[src/hw/sbom_regs.svh]
`ifndef SBOM_REGS_SVH
`define SBOM_REGS_SVH
// Functional notes
// - Six modes, exactly one active.
// - Init entered at power-up and at soft reset from normal, stop or sleep.
// - Stop keeps main regulator on.
// - Sleep switches main regulator off.
// - Wake in sleep or fail-safe, or failure, enters restart; reset asserted.
// - Restart leaves to normal after reset delay.
// - Critical failure enters fail-safe, regulator off.
// - Fail-safe until wake or overtemperature clears.
// - Development mode halts watchdog, modes allowed.
// - Development selected by test pin low in init.
// - Host configures over 16-bit SPI.
// - Host writes mode field; device switches only normal to stop or sleep, and stop to normal.
// - Mode field cleared passing through restart.
// - Start in init with long open window.
// - Latch failure behaviour from interrupt-pin strap.
// - Latch development mode from test pin.
// - Any SPI command in init goes normal.
// - No trigger in long window: failure, restart or fail-safe per strap.
// - Wake events in init are discarded.
`define SBOM_SPI_W          16
`define SBOM_MODE_LSB       0
`define SBOM_MODE_MSB       2
`define SBOM_SYNC_STAGES    2
`define SBOM_CLK_NS         5
`define SBOM_RD_NS          10000
`define SBOM_LW_NS          200000000
`define SBOM_RD_CYC         ((`SBOM_RD_NS + `SBOM_CLK_NS - 1) / `SBOM_CLK_NS)
`define SBOM_LW_CYC         (`SBOM_LW_NS / `SBOM_CLK_NS)
`endif

[src/hw/sbom_pkg.sv]
package sbom_pkg;
    typedef enum logic [2:0] {
        SBOM_INIT     = 3'b000,
        SBOM_NORMAL   = 3'b001,
        SBOM_SLEEP    = 3'b010,
        SBOM_STOP     = 3'b011,
        SBOM_RESTART  = 3'b100,
        SBOM_FAILSAFE = 3'b101
    } sbom_mode_t;
    typedef struct packed {
        logic wd_fail_to_failsafe;
        logic dev_mode;
    } sbom_cfg_t;
    typedef struct packed {
        logic main_regulator_output;
        logic mcu_reset_n;
        logic wd_running;
    } sbom_pwr_t;
endpackage

[src/hw/sbom_fsm.sv]
`timescale 1ns/1ps
`include "sbom_regs.svh"
module sbom_fsm
    import sbom_pkg::*;
#(
    parameter int RD_CYC = `SBOM_RD_CYC,
    parameter int LW_CYC = `SBOM_LW_CYC
) (
    input  wire logic                    clk_sys,
    input  wire logic                    rst_n,
    input  wire logic                    soft_reset,
    input  wire logic                    spi_cmd_valid,
    input  wire logic [`SBOM_SPI_W-1:0]  spi_cmd_data,
    input  wire logic                    wd_trigger,
    input  wire logic                    int_strap_pin,
    input  wire logic                    fail_out_test_pin,
    input  wire logic                    can_wake,
    input  wire logic                    wake_inputs,
    input  wire logic                    wd_fail,
    input  wire logic                    main_uv,
    input  wire logic                    overtemp,
    output sbom_mode_t                   mode,
    output logic [2:0]                   mode_field,
    output sbom_cfg_t                    cfg,
    output sbom_pwr_t                    pwr,
    output logic                         wd_fail_flag
);
    sbom_mode_t  mode_q, mode_d;
    logic [2:0]  field_q, field_d;
    logic [31:0] cnt_q, cnt_d;
    logic [1:0]  strap_s1_q, strap_s2_q;
    logic        cfg_done_q, fail_q, flag_q;
    logic        failsafe_cfg_q, dev_q;
    logic [1:0]  cfg_wait_q;

    // Synchronise the two strap pins
    always_ff @(posedge clk_sys or negedge rst_n) begin
        if (!rst_n) begin
            strap_s1_q <= 2'h0;
            strap_s2_q <= 2'h0;
        end else begin
            strap_s1_q <= {int_strap_pin, fail_out_test_pin};
            strap_s2_q <= strap_s1_q;
        end
    end

    wire  [2:0] req_mode   = spi_cmd_data[`SBOM_MODE_MSB:`SBOM_MODE_LSB];
    wire        wake_any   = can_wake | wake_inputs;
    wire        failure    = wd_fail | main_uv | fail_q;
    wire        wd_halted  = dev_q;
    wire        lw_expired = (mode_q == SBOM_INIT) && !wd_halted
                             && (cnt_q >= 32'(LW_CYC - 1));
    wire        lp_req     = (req_mode == 3'(SBOM_STOP)) || (req_mode == 3'(SBOM_SLEEP));
    // Stop is left by a host request for normal; sleep by no request, only by a wake, a failure or soft reset
    wire        wake_req   = (req_mode == 3'(SBOM_NORMAL)) && (mode_q == SBOM_STOP);
    wire        req_ok     = spi_cmd_valid
                             && (((mode_q == SBOM_NORMAL) && lp_req) || wake_req);
    wire        reg_on     = !(mode_q == SBOM_SLEEP || mode_q == SBOM_FAILSAFE);
    wire        mcu_run_n  = (mode_q != SBOM_RESTART);
    wire        wd_run     = !wd_halted && (mode_q != SBOM_SLEEP) && (mode_q != SBOM_FAILSAFE);

    always_comb begin
        mode_d  = mode_q;
        field_d = field_q;
        cnt_d   = cnt_q + 32'h1;
        case (mode_q)
            SBOM_INIT: begin
                // Wake inputs ignored here
                if (soft_reset) begin
                    cnt_d = 32'h0;
                end else if (spi_cmd_valid) begin
                    mode_d  = SBOM_NORMAL;
                    field_d = 3'(SBOM_NORMAL);
                end else if (lw_expired || failure) begin
                    mode_d  = failsafe_cfg_q ? SBOM_FAILSAFE : SBOM_RESTART;
                    cnt_d   = 32'h0;
                end
            end
            SBOM_NORMAL, SBOM_STOP, SBOM_SLEEP: begin
                if (soft_reset) begin
                    mode_d = SBOM_INIT;
                    cnt_d  = 32'h0;
                end else if (failure) begin
                    mode_d = (failsafe_cfg_q && wd_fail) ? SBOM_FAILSAFE : SBOM_RESTART;
                    cnt_d  = 32'h0;
                end else if (mode_q == SBOM_SLEEP && wake_any) begin
                    mode_d = SBOM_RESTART;
                    cnt_d  = 32'h0;
                end else if (req_ok) begin
                    mode_d  = sbom_mode_t'(req_mode);
                    field_d = req_mode;
                end
            end
            SBOM_RESTART: begin
                field_d = 3'h0;
                if (failure) begin
                    cnt_d = 32'h0;
                end else if (cnt_q >= 32'(RD_CYC - 1)) begin
                    mode_d  = SBOM_NORMAL;
                    field_d = 3'(SBOM_NORMAL);
                end
            end
            SBOM_FAILSAFE: begin
                if (wake_any || !overtemp) begin
                    mode_d = SBOM_RESTART;
                    cnt_d  = 32'h0;
                end
            end
            default: begin
                mode_d = SBOM_INIT;
                cnt_d  = 32'h0;
            end
        endcase
        // Field reads zero from the first restart cycle on
        if (mode_d == SBOM_RESTART) begin
            field_d = 3'h0;
        end
    end

    always_ff @(posedge clk_sys or negedge rst_n) begin
        if (!rst_n) begin
            mode_q  <= SBOM_INIT;
            field_q <= 3'h0;
            cnt_q   <= 32'h0;
            fail_q  <= 1'b0;
            flag_q  <= 1'b0;
        end else begin
            mode_q  <= mode_d;
            field_q <= field_d;
            cnt_q   <= cnt_d;
            fail_q  <= 1'b0;
            if (lw_expired && !wd_trigger) flag_q <= 1'b1;
            else if (spi_cmd_valid) flag_q <= 1'b0;
        end
    end

    // Strap latch once after power-on, when the synchroniser holds the pin level
    always_ff @(posedge clk_sys or negedge rst_n) begin
        if (!rst_n) begin
            cfg_done_q     <= 1'b0;
            cfg_wait_q     <= 2'h0;
            failsafe_cfg_q <= 1'b1;
            dev_q          <= 1'b0;
        end else if (!cfg_done_q && mode_q == SBOM_INIT) begin
            if (cfg_wait_q != 2'(`SBOM_SYNC_STAGES)) begin
                cfg_wait_q <= cfg_wait_q + 2'h1;
            end else begin
                cfg_done_q     <= 1'b1;
                failsafe_cfg_q <= !strap_s2_q[1];
                dev_q          <= !strap_s2_q[0];
            end
        end
    end

    assign mode          = mode_q;
    assign mode_field    = field_q;
    assign cfg           = '{wd_fail_to_failsafe: failsafe_cfg_q, dev_mode: dev_q};
    assign pwr           = '{main_regulator_output: reg_on, mcu_reset_n: mcu_run_n,
                             wd_running: wd_run};
    assign wd_fail_flag  = flag_q;
endmodule

[config.mk]
export PLATFORM = sky130hd
export DESIGN_NAME = sbom_fsm
export DESIGN_NICKNAME = d
export VERILOG_FILES = /design/src/hw/sbom_pkg.sv /design/src/hw/sbom_fsm.sv
export VERILOG_INCLUDE_DIRS = /design/src /design/src/hw
export SDC_FILE = /design/constraint.sdc
export NUM_CORES = 1
export LEC_CHECK = 0
export BUFFER_PORTS_ARGS = -buffer_cell sky130_fd_sc_hd__buf_2
export CORE_ASPECT_RATIO = 0.6
export CORE_MARGIN = 4
export CORE_UTILIZATION = 55
export CTS_BUF_LIST = sky130_fd_sc_hd__clkbuf_4 sky130_fd_sc_hd__clkbuf_8 sky130_fd_sc_hd__clkbuf_16
export CTS_CLUSTER_DIAMETER = 120
export DETAILED_ROUTE_END_ITERATION = 7
export HOLD_SLACK_MARGIN = 0.02
export PLACE_DENSITY = 0.88
export SETUP_SLACK_MARGIN = 0.5
export SYNTH_ARGS = -nofsm -noshare
export SYNTH_HDL_FRONTEND = slang
export SYNTH_SLANG_ARGS = --single-unit
[constraint.sdc]
create_clock -name clk_sys -period 3.3 [get_ports clk_sys]
set_input_delay 0.33 -clock clk_sys [delete_from_list [all_inputs] [get_ports clk_sys]]
set_output_delay 0.33 -clock clk_sys [all_outputs]
set_load 0.02 [all_outputs]
==> impl_metrics.env, run 1 <==
export IMPL_status="finished, final reports clean"
export IMPL_via_count=2038
export IMPL_vdd_drop_max_v=0.000394
export IMPL_finalCritPeriodShare_pct=79.2
export IMPL_cts_made_buffers=5
export IMPL_synth_top_family_by_area="simple AND/OR/NAND/NOR gates"
export IMPL_cts_sinks=48
export IMPL_ios=40
export IMPL_fin_nets=319
export IMPL_clock_latency_ns=0.31
export IMPL_slowest_delay_ns=0.56
export IMPL_synth_edf_count=0
export IMPL_clock_skew_ns=0.0108
export IMPL_ys_ff_latch=48
export IMPL_antenna_left=0
export IMPL_grt_max_degree=49
export IMPL_critPathLaunchType="flop"
export IMPL_fmax_mhz=383
export IMPL_cts_clk_slew_worst_paths_ns=0.09
export IMPL_synthTopCellsByCount="nor2_1 (52), dfrtp_1 (47), nand2_1 (20), xor2_1 (20), nand3_1 (16)"
export IMPL_worstSetupEndpointType="flop"
export IMPL_setup_tns_ns=0
export IMPL_hpwl_um=3910
export IMPL_synthSimpleGateAreaFrac_pct=27.0
export IMPL_drt_wl_total_um=5380
export IMPL_ff_latch_area_um2=1200
export IMPL_synth_compound_area_share_pct=10.2
export IMPL_synth_area_top_cells="dfrtp_1 (45%), nor2_1 (7.5%), xor2_1 (6.7%), xnor2_1 (3.7%), nand3_1 (3.1%)"
export IMPL_ys_types=53
export IMPL_firstDrtPassIters=4
export IMPL_synth_fa_ha_area_share_pct=0.959
export IMPL_yosysTopAreaCellShare_pct=45.1
export IMPL_avgSynthCellArea_um2=9.70
export IMPL_grt_pass1_vias=1807
export IMPL_cp_slowest_cell="or4_4"
export IMPL_async_reset_ff_share_pct=100
export IMPL_die_width_um=96.9
export IMPL_antenna_found_initial=0
export IMPL_slew_viol_final=0
export IMPL_cts_root_buf="clkbuf_8"
export IMPL_cts_resized=0
export IMPL_postSynthCellCount=269
export IMPL_design_core_area_um2=4560
export IMPL_seq_area_frac_synth_pct=46.1
export IMPL_critPathMaxFanout=32
export IMPL_syn_num_nets=299
export IMPL_yosysMostFrequentCell="nor2_1"
export IMPL_post_cts_buffers=0
export IMPL_multi_input_area_um2=1290
export IMPL_setup_viol=0
export IMPL_rows=19
export IMPL_fillers=393
export IMPL_holdCritPathClass="in2reg"
export IMPL_rsz0062_at_grt="false"
export IMPL_viasPerCell=5.77
export IMPL_wl_per_cell_um=15.2
export IMPL_worst_ep_required_time_ns=3.49
export IMPL_gr_total_overflow=0
export IMPL_slew_headroom_pct=29.1
export IMPL_die_height_um=61.3
export IMPL_cap_violations=0
export IMPL_antenna_cells=0
export IMPL_cp_arrival_ns=2.80
export IMPL_ys_flop_type="dfrtp_1"
export IMPL_synth_xor_area_share_pct=10.4
export IMPL_dieArea_um2=5940
export IMPL_initialDrtViolationCount=223
export IMPL_cts_path_max_buffers=2
export IMPL_holdBufCountCts=0
export IMPL_utilization_pct=62.3
export IMPL_crit_type="reg2reg"
export IMPL_port_buffer_count=26
export IMPL_hold_violations=0
export IMPL_grt_use_total_pct=19.3
export IMPL_htreeDepth=2
export IMPL_fin_crit_ns=2.61
export IMPL_netlist_area_um2=2610
export IMPL_layout_drive_gt1_share_pct=16.9
export IMPL_power_leakage_nw=1.23
export IMPL_tightest_slew_ns=1.06
export IMPL_drcViolationCount=0
export IMPL_tritoncts="built"
export IMPL_start_util_pct=57.2
export IMPL_crit_chain="or4_4 > or3_4 > nor4_4 > o21ai_1 > a31oi_4 > buf_4 > nor2_1"
export IMPL_gp_congestion=0.888
export IMPL_synthMuxAreaShare_pct=0.767
export IMPL_power_density_nw_per_um2=545
export IMPL_grt_first_pass_wirelength_um=8810
export IMPL_areaGrowthSynthToFinish_pct=8.97
export IMPL_yosysTopAreaCell="dfrtp_1"
export IMPL_yosysWarningCount=0
[sequential cells by signal (all words and copies together) (netlist names)]
name,flops
cfg_done_q,1
cfg_wait_q,2
cnt_q,32
dev_q,1
failsafe_cfg_q,1
mode,3
mode_field,3
strap_s1_q,2
strap_s2_q,2
wd_fail_flag,1
[layout by cell type (no fill, tap or decap), types with 2 or more instances in the layout]
master,synthesis,layout
a211o_1,2,2
a211oi_1,2,2
a21o_1,2,2
a21oi_1,4,4
a31oi_1,2,2
and3_1,2,2
and4_1,3,3
buf_2,0,26
clkbuf_8,0,5
dfrtp_1,47,47
ha_1,2,2
inv_1,7,7
mux2i_1,2,2
nand2_1,20,20
nand2b_1,3,3
nand3_1,16,16
nand4_1,10,10
nor2_1,52,52
nor2b_1,2,2
nor3_1,4,4
nor4_1,7,7
nor4_4,2,2
o21ai_0,4,4
or2_2,2,2
or4_1,2,2
xnor2_1,11,11
xor2_1,20,20
[per-layer routing]
metal / GRT usage [%] / wire length [um]
met3: 6.45 / 371
met1: 28.0 / 2570
met5: 0 / 0
met4: 5.40 / 60
met2: 27.7 / 2380
[power by group]
group / internal, mW / total (mW) / leakage, nW / switching (mW)
clock network: 0.224 / 0.426 / 0.0541 / 0.201
registers: 0.645 / 0.717 / 0.642 / 0.0724
logic: 0.142 / 0.405 / 0.536 / 0.263
[area by class of cell]
cell class / instances / share of cell area [%]
multi-input combinational: 200 / 45.2
sequential: 48 / 42.3
timing repair buffer: 27 / 4.84
tap: 63 / 2.77
clock buffer: 5 / 2.42
clock inverter: 3 / 1.50
inverter: 7 / 0.924
[worst max-delay path, delay by kind of cell, from the launching register on]
family	cells	cell delay, ns
simple gates	4	1.36
flops	1	0.45
compound gates	2	0.34
buf+inv	1	0.34
[path summary, 6_finish.rpt]
check                                   start            end  slack (ns)  cells after the start
min in group asynchronous               rst_n        mode[2]        0.20                      1
worst max register to register      cnt_q[24]      cnt_q[10]        0.69                      7
worst min-delay path            int_strap_pin  strap_s1_q[1]        0.12                      1
worst max-delay path                cnt_q[24]      cnt_q[10]        0.69                      7
max in group asynchronous               rst_n      cnt_q[20]        2.43                      1
worst min register to register  strap_s1_q[1]  strap_s2_q[1]        0.36                      0
[metrics by stage]
stage          std cells  worst slack (ns)  power [mW]  cell area, um^2  hold slack (ns)
6_report             353             0.686        1.55             2840            0.118
3_3_place_gp         345             0.744        1.12             2730            0.331
5_1_grt              353             0.534        1.65             2840           0.0969
4_1_cts              353             0.663        1.55             2840            0.110
3_5_place_dp         345             0.670        1.13             2730            0.337
2_1_floorplan        269             0.996        1.06             2610           0.0344
[cell families after synthesis]
group,after synthesis
xor+xnor,31
compound gates,31
mux,2
flops,48
simple gates,134
buf+inv,21
fa+ha+maj,2
No activity file was read; power rests on OpenSTA's default activity.
==> run 2: changes to the inputs <==
--- a/config.mk
+++ b/config.mk
@@ -9,12 +9,12 @@
 export BUFFER_PORTS_ARGS = -buffer_cell sky130_fd_sc_hd__buf_2
 export CORE_ASPECT_RATIO = 0.6
 export CORE_MARGIN = 4
-export CORE_UTILIZATION = 55
+export CORE_UTILIZATION = 51
 export CTS_BUF_LIST = sky130_fd_sc_hd__clkbuf_4 sky130_fd_sc_hd__clkbuf_8 sky130_fd_sc_hd__clkbuf_16
 export CTS_CLUSTER_DIAMETER = 120
 export DETAILED_ROUTE_END_ITERATION = 7
 export HOLD_SLACK_MARGIN = 0.02
-export PLACE_DENSITY = 0.88
+export PLACE_DENSITY = 0.86
 export SETUP_SLACK_MARGIN = 0.5
 export SYNTH_ARGS = -nofsm -noshare
 export SYNTH_HDL_FRONTEND = slang
==> constraint.sdc (replaced) <==
create_clock -name clk_sys -period 2.2 [get_ports clk_sys]
set_input_delay 0.22 -clock clk_sys [delete_from_list [all_inputs] [get_ports clk_sys]]
set_output_delay 0.22 -clock clk_sys [all_outputs]
set_load 0.02 [all_outputs]
==> impl_metrics.env, run 2 (same netlist as run 1, synthesis figures left out) <==
export IMPL_slew_viol_final=0
export IMPL_fin_crit_ns=2.43
export IMPL_fin_ws_ns=-0.234
export IMPL_critPathLaunchType="flop"
export IMPL_utilization_pct=69.1
export IMPL_clock_skew_ns=0.00867
export IMPL_drcViolationCount=0
export IMPL_fin_nets=350
export IMPL_slowest_delay_ns=0.55
export IMPL_crit_chain="or4_4 > or3_4 > nor4_4 > buf_4 > o31ai_4 > a311oi_4 > nor3b_2"
export IMPL_tightest_slew_ns=0.648
export IMPL_slew_headroom_pct=56.7
export IMPL_hold_violations=0
export IMPL_gr_total_overflow=0
export IMPL_dieArea_um2=6360
export IMPL_holdCritPathClass="in2reg"
export IMPL_viasPerCell=5.92
export IMPL_antenna_cells=0
export IMPL_critPathMaxFanout=3
export IMPL_cts_root_buf="clkbuf_8"
export IMPL_setup_tns_ns=-6.13
export IMPL_hpwl_um=4400
export IMPL_htreeDepth=2
export IMPL_vdd_drop_max_v=0.000591
export IMPL_grt_first_pass_wirelength_um=10900
export IMPL_fmax_mhz=411
export IMPL_setup_viol=37
export IMPL_cts_made_buffers=5
export IMPL_gp_congestion=0.932
export IMPL_layout_drive_gt1_share_pct=29.9
export IMPL_rsz0062_at_grt="true"
export IMPL_violations="negative setup slack"
export IMPL_antenna_left=0
export IMPL_die_width_um=100
export IMPL_start_util_pct=54.9
export IMPL_firstDrtPassIters=5
export IMPL_path_buf_inv=1
export IMPL_wl_per_cell_um=17.4
export IMPL_worstSetupEndpointType="flop"
export IMPL_tritoncts="built"
export IMPL_fillers=336
export IMPL_ios=40
export IMPL_largest_register_ff_count=32
export IMPL_cpLargestDelayFamily="simple AND/OR/NAND/NOR gates"
export IMPL_power_density_nw_per_um2=862
export IMPL_grt_max_degree=29
export IMPL_design_core_area_um2=4750
export IMPL_regMostFlops="cnt_q"
export IMPL_crit_type="reg2reg"
export IMPL_drt_wl_total_um=6690
export IMPL_cp_slowest_cell="or4_4"
export IMPL_initialDrtViolationCount=257
export IMPL_rows=19
export IMPL_port_buffer_count=26
export IMPL_status="finished, violations left"
export IMPL_antenna_found_initial=0
export IMPL_worst_ep_required_time_ns=2.38
export IMPL_cts_path_max_buffers=2
export IMPL_die_height_um=63.4
export IMPL_grt_pass1_vias=2190
export IMPL_cts_sinks=48
export IMPL_cts_clk_slew_worst_paths_ns=0.09
export IMPL_final_cell_mix="nor2_1 (45), dfrtp_1 (45), buf_2 (25), buf_4 (23)"
export IMPL_cp_arrival_ns=2.62
export IMPL_cap_violations=0
export IMPL_via_count=2272
export IMPL_finalCritPeriodShare_pct=111
export IMPL_clock_latency_ns=0.31
export IMPL_areaGrowthSynthToFinish_pct=26.0
export IMPL_power_leakage_nw=1.43
export IMPL_grt_use_total_pct=21.8
run 2: changes by cell type in the layout (fill, tap and decap cells not counted), sizes merged:
cell         before  now
buf              27   55
dlygate4sd3       0    3
bufinv            1    2
clkinv            1    0
clkinvlp          1    0
inv               7    8
run 2: worst register-to-register path, delay by kind of cell, from the launching register on:
family,cells,cell delay (ns)
DFF,1,0.38
and+or+nand+nor,4,1.28
AOI/OAI and AO/OA,2,0.47
buffers and inverters,1,0.19
run 2: layout make-up:
type,instances,area [um^2],share of cell area (%)
flip-flops and latches,48,1200,36.7
clock buffers,5,68.8,2.09
repair buffers,58,457,13.9
inverters,7,26.3,0.799
well taps,63,78.8,2.40
multi-input cells,200,1380,42.1
clock inverters,3,68.8,2.09
run 2: metal layers:
layer | track usage, % | vias up | part of all wire, %
li1 | - | 1041 | -
met1 | 32.7 | 1092 | 45
met2 | 30.7 | 115 | 44
met3 | 5.73 | 24 | 8.7
met4 | 6.55 | 0 | 2.4
met5 | 0 | - | 0
run 2: report_power, final:
group	switching (mW)	leakage [nW]	internal (mW)
Sequential	0.100	0.639	0.969
Clock	0.323	0.0687	0.458
Combinational	0.552	0.727	0.430
run 2: path summary, 6_finish.rpt:
kind | start | endpoint | slack (ns) | cells past startpoint
worst max register to register | cnt_q[24] | mode_field[2] | -0.23 | 7
worst min register to register | strap_s1_q[1] | strap_s2_q[1] | 0.36 | 0
min in group asynchronous | rst_n | cnt_q[1] | 0.44 | 2
worst min-delay path | wd_trigger | wd_fail_flag | 0.10 | 2
worst max-delay path | cnt_q[24] | mode_field[2] | -0.23 | 7
max in group asynchronous | rst_n | cnt_q[5] | 1.18 | 3
run 2: timing repair:
action                     CTS  global route
setup endpoints to repair   39            42
hold endpoints to repair    27             0
gates resized for setup     14            11
gates cloned                 2             0
hold buffers                 3             0
setup buffers                4             4
pin swaps                    1             1
run 2: through the flow:
stage	std cells	area, um^2	total power [mW]	hold slack (ns)	setup slack, ns
detailed placement	363	2900	1.79	0.250	-0.162
CTS	380	3210	2.75	0.0998	-0.190
global route	384	3290	2.97	0.0882	-0.305
finish	384	3290	2.83	0.103	-0.234
floorplan	269	2640	1.63	-0.0756	-0.0854
global placement	363	2900	1.76	0.247	-0.139
